`config.mk`:
```
export PLATFORM = sky130hd
export DESIGN_NAME = supply_monitor_status_flags
export DESIGN_NICKNAME = d
export VERILOG_FILES = /design/src/rtl/supply_flags_pkg.sv /design/src/rtl/supply_monitor_status_flags.sv /design/src/rtl/cond_sync.sv /design/src/rtl/sticky_flag_reg.sv
export SDC_FILE = /design/constraint.sdc
export NUM_CORES = 1
export LEC_CHECK = 0
export ABC_CLOCK_PERIOD_IN_PS = 1850
export BUFFER_PORTS_ARGS = -buffer_cell sky130_fd_sc_hd__clkbuf_2
export CORE_MARGIN = 1
export CORE_UTILIZATION = 53
export CTS_CLUSTER_DIAMETER = 30
export DETAILED_ROUTE_END_ITERATION = 12
export PLACE_DENSITY = 0.77
export SETUP_SLACK_MARGIN = 0.05
export SYNTH_ARGS = -nofsm -noshare
export SYNTH_HDL_FRONTEND = slang
export SYNTH_SLANG_ARGS = --single-unit
```
`constraint.sdc`:
```
create_clock -name sys_clk -period 1.85 [get_ports sys_clk]
set_input_delay 0.37 -clock sys_clk [delete_from_list [all_inputs] [get_ports sys_clk]]
set_output_delay 0.37 -clock sys_clk [all_outputs]
set_load 0.02 [all_outputs]
```
`src/rtl/supply_flags_pkg.sv`:
```
// Shared constants for the supply monitor status flag bank.
package supply_flags_pkg;

  localparam int FLAG_WIDTH = 8;

  // Serial read command selectors, one per status register.
  typedef enum logic [1:0] {
    CMD_NONE = 2'h0,
    READ_UNDERVOLTAGE_FLAGS_CMD = 2'h1,
    READ_OVERVOLTAGE_FLAGS_CMD = 2'h2,
    READ_EXTERNAL_FLAGS_CMD = 2'h3
  } read_cmd_t;

  // Undervoltage register layout.
  localparam int INPUT_SUPPLY_LOW_BIT = 6;
  localparam int INTERNAL_REGULATOR_LOW_BIT = 4;
  localparam int STEP_UP_LOW_BIT = 3;
  localparam int SECOND_STEPDOWN_LOW_BIT = 1;
  localparam int FIRST_STEPDOWN_LOW_BIT = 0;
  localparam logic [7:0] UNDERVOLTAGE_IMPL_MASK = 8'h5B;

  // Overvoltage register layout.
  localparam int IO_SUPPLY_HIGH_BIT = 7;
  localparam int INPUT_SUPPLY_HIGH_BIT = 6;
  localparam int INTERNAL_REGULATOR_HIGH_BIT = 4;
  localparam int STEP_UP_HIGH_BIT = 3;
  localparam int SECOND_STEPDOWN_HIGH_BIT = 1;
  localparam int FIRST_STEPDOWN_HIGH_BIT = 0;
  localparam logic [7:0] OVERVOLTAGE_IMPL_MASK = 8'hDB;

  // External monitor register layout.
  localparam int EXT_SENSE_TWO_HIGH_BIT = 5;
  localparam int EXT_SENSE_TWO_LOW_BIT = 4;
  localparam int EXT_SENSE_ONE_HIGH_BIT = 1;
  localparam int EXT_SENSE_ONE_LOW_BIT = 0;
  localparam logic [7:0] EXTERNAL_IMPL_MASK = 8'h33;

  localparam logic [7:0] FLAGS_RESET = 8'h00;
  localparam logic [1:0] SYNC_RESET = 2'h0;

endpackage : supply_flags_pkg

```
`src/rtl/supply_monitor_status_flags.sv`:
```
// Supply monitor status flag bank with read-to-clear serial access.
// What this block does
// Detected fault sets flag until read
// Read clears flags whose condition ended
// Host rereads to confirm flag cleared
// Flags zero after power-on reset or nrst
// Undervoltage register bit layout, reserved zero
// Overvoltage register bit layout, reserved zero
// Input overvoltage mirrors off-state latched bit
// External monitor register layout, reserved zero
// Disabled external monitor cannot set flags
// Each register has own read command
// Monitor enables survive device reset state
// Set wins over read clear
`timescale 1ns/1ps
`default_nettype none
module supply_monitor_status_flags (
  input wire logic sys_clk,
  input wire logic nrst,
  input wire logic power_on_reset_n,
  input wire logic input_supply_low,
  input wire logic internal_regulator_low,
  input wire logic step_up_low,
  input wire logic second_stepdown_low,
  input wire logic first_stepdown_low,
  input wire logic io_supply_high,
  input wire logic input_supply_high,
  input wire logic internal_regulator_high,
  input wire logic step_up_high,
  input wire logic second_stepdown_high,
  input wire logic first_stepdown_high,
  input wire logic ext_sense_one_high,
  input wire logic ext_sense_one_low,
  input wire logic ext_sense_two_high,
  input wire logic ext_sense_two_low,
  input wire logic ext_sense_one_enable,
  input wire logic ext_sense_two_enable,
  input wire logic read_valid,
  input wire supply_flags_pkg::read_cmd_t read_cmd,
  output logic [7:0] read_data,
  output logic read_data_valid,
  output logic off_state_input_high_flag
);
  import supply_flags_pkg::*;

  // Power-on reset or nrst initialises the flags; the device reset state does not.
  wire logic bank_rst_n = nrst & power_on_reset_n;

  logic [14:0] cond_raw;
  logic [14:0] cond_sync_w;
  logic [7:0] uv_cond;
  logic [7:0] ov_cond;
  logic [7:0] ext_cond;
  logic [7:0] uv_flags;
  logic [7:0] ov_flags;
  logic [7:0] ext_flags;
  logic ena_one_s1_reg;
  logic ena_one_reg;
  logic ena_two_s1_reg;
  logic ena_two_reg;
  logic [7:0] read_data_next;

  assign cond_raw = {ext_sense_two_high, ext_sense_two_low, ext_sense_one_high,
                     ext_sense_one_low, io_supply_high, input_supply_high,
                     internal_regulator_high, step_up_high, second_stepdown_high,
                     first_stepdown_high, input_supply_low, internal_regulator_low,
                     step_up_low, second_stepdown_low, first_stepdown_low};
  // The analog comparators are asynchronous to the logic clock.
  cond_sync #(.WIDTH(15)) u_cond_sync (
    .sys_clk(sys_clk),
    .nrst(bank_rst_n),
    .async_in(cond_raw),
    .sync_out(cond_sync_w)
  );

  // Enables are synchronised too; kept in the always-on domain so they persist. R11
  always_ff @(posedge sys_clk or negedge nrst) begin
    if (!nrst) begin
      ena_one_s1_reg <= 1'b0;
      ena_one_reg <= 1'b0;
      ena_two_s1_reg <= 1'b0;
      ena_two_reg <= 1'b0;
    end else begin
      ena_one_s1_reg <= ext_sense_one_enable;
      ena_one_reg <= ena_one_s1_reg;
      ena_two_s1_reg <= ext_sense_two_enable;
      ena_two_reg <= ena_two_s1_reg;
    end
  end

  always_comb begin
    uv_cond = 8'h00;
    uv_cond[INPUT_SUPPLY_LOW_BIT] = cond_sync_w[4];
    uv_cond[INTERNAL_REGULATOR_LOW_BIT] = cond_sync_w[3];
    uv_cond[STEP_UP_LOW_BIT] = cond_sync_w[2];
    uv_cond[SECOND_STEPDOWN_LOW_BIT] = cond_sync_w[1];
    uv_cond[FIRST_STEPDOWN_LOW_BIT] = cond_sync_w[0];
  end

  always_comb begin
    ov_cond = 8'h00;
    ov_cond[IO_SUPPLY_HIGH_BIT] = cond_sync_w[10];
    ov_cond[INPUT_SUPPLY_HIGH_BIT] = cond_sync_w[9];
    ov_cond[INTERNAL_REGULATOR_HIGH_BIT] = cond_sync_w[8];
    ov_cond[STEP_UP_HIGH_BIT] = cond_sync_w[7];
    ov_cond[SECOND_STEPDOWN_HIGH_BIT] = cond_sync_w[6];
    ov_cond[FIRST_STEPDOWN_HIGH_BIT] = cond_sync_w[5];
  end

  always_comb begin
    ext_cond = 8'h00;
    ext_cond[EXT_SENSE_TWO_HIGH_BIT] = cond_sync_w[14] & ena_two_reg;
    ext_cond[EXT_SENSE_TWO_LOW_BIT] = cond_sync_w[13] & ena_two_reg;
    ext_cond[EXT_SENSE_ONE_HIGH_BIT] = cond_sync_w[12] & ena_one_reg;
    ext_cond[EXT_SENSE_ONE_LOW_BIT] = cond_sync_w[11] & ena_one_reg;
  end

  wire logic read_uv = read_valid && (read_cmd == READ_UNDERVOLTAGE_FLAGS_CMD);
  wire logic read_ov = read_valid && (read_cmd == READ_OVERVOLTAGE_FLAGS_CMD);
  wire logic read_ext = read_valid && (read_cmd == READ_EXTERNAL_FLAGS_CMD);

  // Each register latches its faults and clears on its own read. R1 R2 R12
  sticky_flag_reg #(.WIDTH(8), .IMPL_MASK(UNDERVOLTAGE_IMPL_MASK)) u_uv_flags (
    .sys_clk(sys_clk),
    .nrst(bank_rst_n),
    .condition(uv_cond),
    .read_strobe(read_uv),
    .flags(uv_flags)
  );

  sticky_flag_reg #(.WIDTH(8), .IMPL_MASK(OVERVOLTAGE_IMPL_MASK)) u_ov_flags (
    .sys_clk(sys_clk),
    .nrst(bank_rst_n),
    .condition(ov_cond),
    .read_strobe(read_ov),
    .flags(ov_flags)
  );

  sticky_flag_reg #(.WIDTH(8), .IMPL_MASK(EXTERNAL_IMPL_MASK)) u_ext_flags (
    .sys_clk(sys_clk),
    .nrst(bank_rst_n),
    .condition(ext_cond),
    .read_strobe(read_ext),
    .flags(ext_flags)
  );

  // The snapshot returned is taken before the clear; the host must read again. R3
  assign read_data_next = read_uv ? (uv_flags & UNDERVOLTAGE_IMPL_MASK) :
                          read_ov ? (ov_flags & OVERVOLTAGE_IMPL_MASK) :
                          read_ext ? (ext_flags & EXTERNAL_IMPL_MASK) : 8'h00;

  always_ff @(posedge sys_clk or negedge nrst) begin
    if (!nrst) begin
      read_data <= FLAGS_RESET;
      read_data_valid <= 1'b0;
    end else begin
      read_data <= read_data_next;
      read_data_valid <= read_uv | read_ov | read_ext;
    end
  end

  // The off-state latched copy is the very same flip-flop, so they cannot disagree.
  assign off_state_input_high_flag = ov_flags[INPUT_SUPPLY_HIGH_BIT];

endmodule // supply_monitor_status_flags
`default_nettype wire

```
`src/rtl/cond_sync.sv`:
```
// Two-stage synchroniser for asynchronous condition levels.
`timescale 1ns/1ps
`default_nettype none
module cond_sync #(
  parameter int WIDTH = 8
) (
  input wire logic sys_clk,
  input wire logic nrst,
  input wire logic [WIDTH-1:0] async_in,
  output logic [WIDTH-1:0] sync_out
);
  logic [WIDTH-1:0] stage_one_reg;

  always_ff @(posedge sys_clk or negedge nrst) begin
    if (!nrst) begin
      stage_one_reg <= '0;
      sync_out <= '0;
    end else begin
      stage_one_reg <= async_in;
      sync_out <= stage_one_reg;
    end
  end
endmodule // cond_sync
`default_nettype wire

```
`src/rtl/sticky_flag_reg.sv`:
```
// One read-clear sticky flag register with set priority.
`timescale 1ns/1ps
`default_nettype none
module sticky_flag_reg #(
  parameter int WIDTH = 8,
  parameter logic [WIDTH-1:0] IMPL_MASK = '1
) (
  input wire logic sys_clk,
  input wire logic nrst,
  input wire logic [WIDTH-1:0] condition,
  input wire logic read_strobe,
  output logic [WIDTH-1:0] flags
);
  logic [WIDTH-1:0] flags_next;
  wire logic [WIDTH-1:0] cond_live = condition & IMPL_MASK;

  // Read clears only flags whose condition has gone; a live condition always sets.
  assign flags_next = read_strobe ? cond_live : (flags | cond_live);

  always_ff @(posedge sys_clk or negedge nrst) begin
    if (!nrst) begin
      flags <= '0;
    end else begin
      flags <= flags_next;
    end
  end
endmodule // sticky_flag_reg
`default_nettype wire

```
# Word level (Yosys, flattened, before mapping)
# Index checks and enable logic that the tools add are counted.
[totals]
reg_bits = 67
latchBits = 0
ramBits = 0
rom_bits = 0
mem_count = 0
[op_classes]
addsub = 0
mul = 0
div = 0
order_cmp = 0
eq_ne = 3
n_shift = 0
n_mux = 6
bitwise_logic = 10
reduce_logical = 3
[op_table]
columns = ["op", "count"]
rows = [
  ["two-way mux 8 bit", 5],
  ["OR 8 x 6 -> 8 bit", 1],
  ["OR 8 x 7 -> 8 bit", 1],
  ["OR 8 bit", 1],
  ["two-way mux 6 bit", 1],
  ["AND 1 bit", 5],
  ["equality test 2 bit (second input constant)", 2],
  ["logical AND 1 bit", 3],
  ["equality test 2 x 1 -> 1 bit (second input constant)", 1],
  ["OR 1 bit", 2],
]

# Logic depth before layout (Yosys ltp)
[logic_depth]
word_depth = 5
mapped_depth = 3
depth_no_buf = 2

# Modules after synthesis
# From an unflattened synthesis, not the netlist that was laid out.
[unflattened]
cells_unflattened = 122
hier_area_um2 = 1865.5
[by_module_without_submodules]
columns = ["module", "instances", "cells_each", "area_each_um2"]
rows = [
  ["cond_sync", 1, 30, 750.7],
  ["supply_monitor_status_flags", 1, 47, 536.8],
  ["sticky_flag_reg (u_ov_flags)", 1, 16, 217.7],
  ["sticky_flag_reg (u_uv_flags)", 1, 15, 192.7],
  ["sticky_flag_reg (u_ext_flags)", 1, 14, 167.7],
]

# Least setup slack after synthesis
# Ideal clock, no wire load.
[synth_timing]
path_kind = "input port to flip-flop"
start = "in read_cmd[0]"
end = "reg u_ov_flags.flags[0]"
setup_ns = 0.118
t_arrival_ns = 0.799
path_slack_ns = 0.933
path_stages = 2
path_buffers = 0
path_cell_list = "nand3b_2 > a21o_1"
[synth_between]
elab_chain_len = 3
[synth_lines]
columns = ["item", "line", "text"]
rows = [
  ["start, declared", "supply_monitor_status_flags.sv:39", "input wire supply_flags_pkg::read_cmd_t read_cmd,"],
  ["equality test 2 bit", "supply_monitor_status_flags.sv:119", "wire logic read_ov = read_valid && (read_cmd == READ_OVERVOLTAGE_FLAGS_CMD);"],
  ["logical AND 1 bit", "supply_monitor_status_flags.sv:119", ""],
  ["two-way mux 8 bit", "sticky_flag_reg.sv:18", "assign flags_next = read_strobe ? cond_live : (flags | cond_live);"],
  ["via u_ov_flags.flags_next[0]", "sticky_flag_reg.sv:14", "logic [WIDTH-1:0] flags_next;"],
  ["end signal, assigned", "sticky_flag_reg.sv:24", "flags <= flags_next;"],
  ["end, declared", "sticky_flag_reg.sv:12", "output logic [WIDTH-1:0] flags"],
]
# The timed path passes the listed nets, and every way through them passes these cells.

# Final worst setup path
[layout_timing]
start = "reg u_ov_flags.flags[6]"
end = "out off_state_input_high_flag"
[layout_rtl]
columns = ["item", "line", "text"]
rows = [
  ["end, declared", "supply_monitor_status_flags.sv:42", "output logic off_state_input_high_flag"],
]
# No word-level cell between the ends.

==> out/results.tsv <==
metric	value	unit
adder-cell share of the synthesized area	0	
CP peak stage delay	0.42	ns
hold_sp	ext_sense_two_low	
final non-filler cell area	2155	um^2
Worst R2R End	read_data[1]	
Worst Setup Path Type	register to output port	
status	finished clean	
Post-Synth XOR/XNOR Area	0	
clk sinks	57	
Final HPWL DP	1.934	mm
CP cell instances	clkbuf_2	
minimum clock period	1.344	ns
period utilization	0.7264	
PortBufs	31	
pin count of the biggest net entering global routing	20	
Min-Delay Path Depth	1	
R2R setup slack	1.00	ns
slowest CP cell	dfrtp_1	
Hold EP	u_cond_sync.stage_one_reg[13]	
path depth of the worst reg2reg path	2	
initial antenna violation count	0	
Slew Limit Fails	0	
grt ovf	0	
post-synthesis mux area share	0.01699	
# diodes	0	
Levels on crit path	1	
post-cts gate resize count	0	
Initial Util	0.5698	
Final nets	171	
Avg Cell Area, Syn	17.16	um^2
CP Capture Type	output port	
main combinational cell family by area after synthesis	compound AO/OA/AOI/OAI gates	
CTS Root Cell	clkbuf_4	
Compound-Gate Fraction of Synth Area	0.09483	
CTS tree	done	
final WL	2.771	mm
Critical Path Fanout Max	3	
vias in the first global route	1016	
Hold Path Class	primary input to register	
Post-Synthesis Cells	103	
Die X	59.76	um
overall power	2.323	mW
critical path arrival	0.97	ns
Ys Warns	0	
Setup crit start kind	register	
Layout Skew	0.007478	ns
clock slew at the register clock pins of the worst setup and hold paths	0.09	ns
RSZ-0062 raised after global routing	false	
Buffers & Inverters on Critical Path	1	
Seq/Total Area, Yosys	0.8068	
DRT Pass-1 Iters	5	
DRC marker count from the first detailed-route iteration	48	
#FFs+latches synth	57	
antenna viol nets, final	0	
Die Ht	59.76	um
CTS buffer count	9	
first-pass GRT wire length	4.381	mm
residual DRC count	0	
post-synthesis cell type count	20	
H-tree Lvls	3	
Die ar.	3571	um^2
Max clock buf depth	2	
Net Count, Synth	126	
Max rail drop VDD	541.6	uV
routed len/inst	14.07	um
CP top delay family	flip-flops	
Critical Path RT	1.48	ns
fmax	744.2	MHz
Final Util	0.6944	
total track usage	0.1869	
core area	3103	um^2
Post-Syn Area	1768	um^2
Power Density	1078	nW/um^2
vias	941	
Final Hold Fails	0	
synthesized-area fraction occupied by and/or/nand/nor cells	0.05945	
# IOs	33	
static leakage	1.083	nW
# setup viols final	0	
vias per inst	4.777	
Rows	20	
Skew-Pair Late Insertion Delay	0.37	ns
area delta synth->final	21.87	%
max cap viols	0	
layout cell share with drive strength beyond 1	0.3660	
setup tns final	0	ns
Final Wtd Congestion	0.7917	
FF-to-FF Start	u_ext_flags.flags[1]	
Post-Place Cell Area	1998	um^2
-- through the flow --
stage / setup slack, ns / hold slack, ns / instances
after floorplan: 0.1449 / 0.07441 / 103
after global placement: 0.6070 / 0.3208 / 179
after detailed placement: 0.5470 / 0.3218 / 179
after CTS: 0.4597 / 0.06941 / 197
after global routing: 0.4567 / 0.06199 / 197
final: 0.5062 / 0.1032 / 197
-- metal layers --
layer / track usage / share of wire / vias to the layer above
met5: 0 / 0 / -
met4: 0.1096 / 0.012 / 0
met3: 0.09740 / 0.045 / 4
met2: 0.2921 / 0.53 / 30
met1: 0.2021 / 0.41 / 469
li1: - / - / 438
-- cells by family after synthesis --
kind of cell,after synthesis
other cells,1
buf+inv,6
flops,57
simple gates,14
mux,3
compound gates,22
-- worst max path at each step --
stage	startpoint	endpoint	slack (ns)
floorplan	power_on_reset_n	u_cond_sync.stage_one_reg[0]	0.14
global placement	read_cmd[0]	u_ov_flags.flags[4]	0.61
detailed placement	read_cmd[0]	u_ov_flags.flags[3]	0.55
CTS	u_ov_flags.flags[6]	off_state_input_high_flag	0.46
global route	u_ov_flags.flags[6]	off_state_input_high_flag	0.46
finish	u_ov_flags.flags[6]	off_state_input_high_flag	0.51
-- cells in the final DEF (no fill, tap or decap), drive strengths merged, types with 2 or more instances in the layout --
cell	Yosys	final
dfrtp	57	57
clkbuf	0	45
a21o	11	11
nand3b	6	6
a22o	4	4
a21oi	4	4
nor2	4	4
buf	3	4
inv	3	3
mux2i	3	3
a211oi	2	2
clkinv	0	2
dlygate4sd3	0	2
-- final cells by class --
cell class | count | area (um^2)
Clock buffer | 14 | 126.4
Clock inverter | 2 | 10.01
Fill cell | 223 | 948.4
Inverter | 3 | 11.26
Multi-Input combinational cell | 40 | 307.8
Sequential cell | 57 | 1426
Tap cell | 44 | 55.05
Timing Repair Buffer | 37 | 217.7
-- synthesized netlist by cell type (all sizes together) --
cell,instances,share of area
a21oi,4,0.011
nand4b,1,0.0050
dfrtp,57,0.81
o21ai,1,0.0028
and2,1,0.0035
a21o,11,0.047
mux2i,3,0.017
a22o,4,0.020
nand3,1,0.0057
nand3b,6,0.035
nor2,4,0.0085
inv,3,0.0064
conb,1,0.0021
nand2,1,0.0021
buf,3,0.013
a211oi,2,0.014
-- repair_timing --
item | 4_1_cts | 5_1_grt
hold buffers | 2 | 0
buffers inserted | 0 | 0
hold endpoints to repair | 24 | 0
-- where the power goes --
part	switching, mW	total (mW)	internal (mW)
Sequential	0.0303	1.35	1.32
Combinational	0.0880	0.156	0.0680
Clock	0.400	0.821	0.421
Total	0.518	2.32	1.80
(Power assumes the default switching activity.)
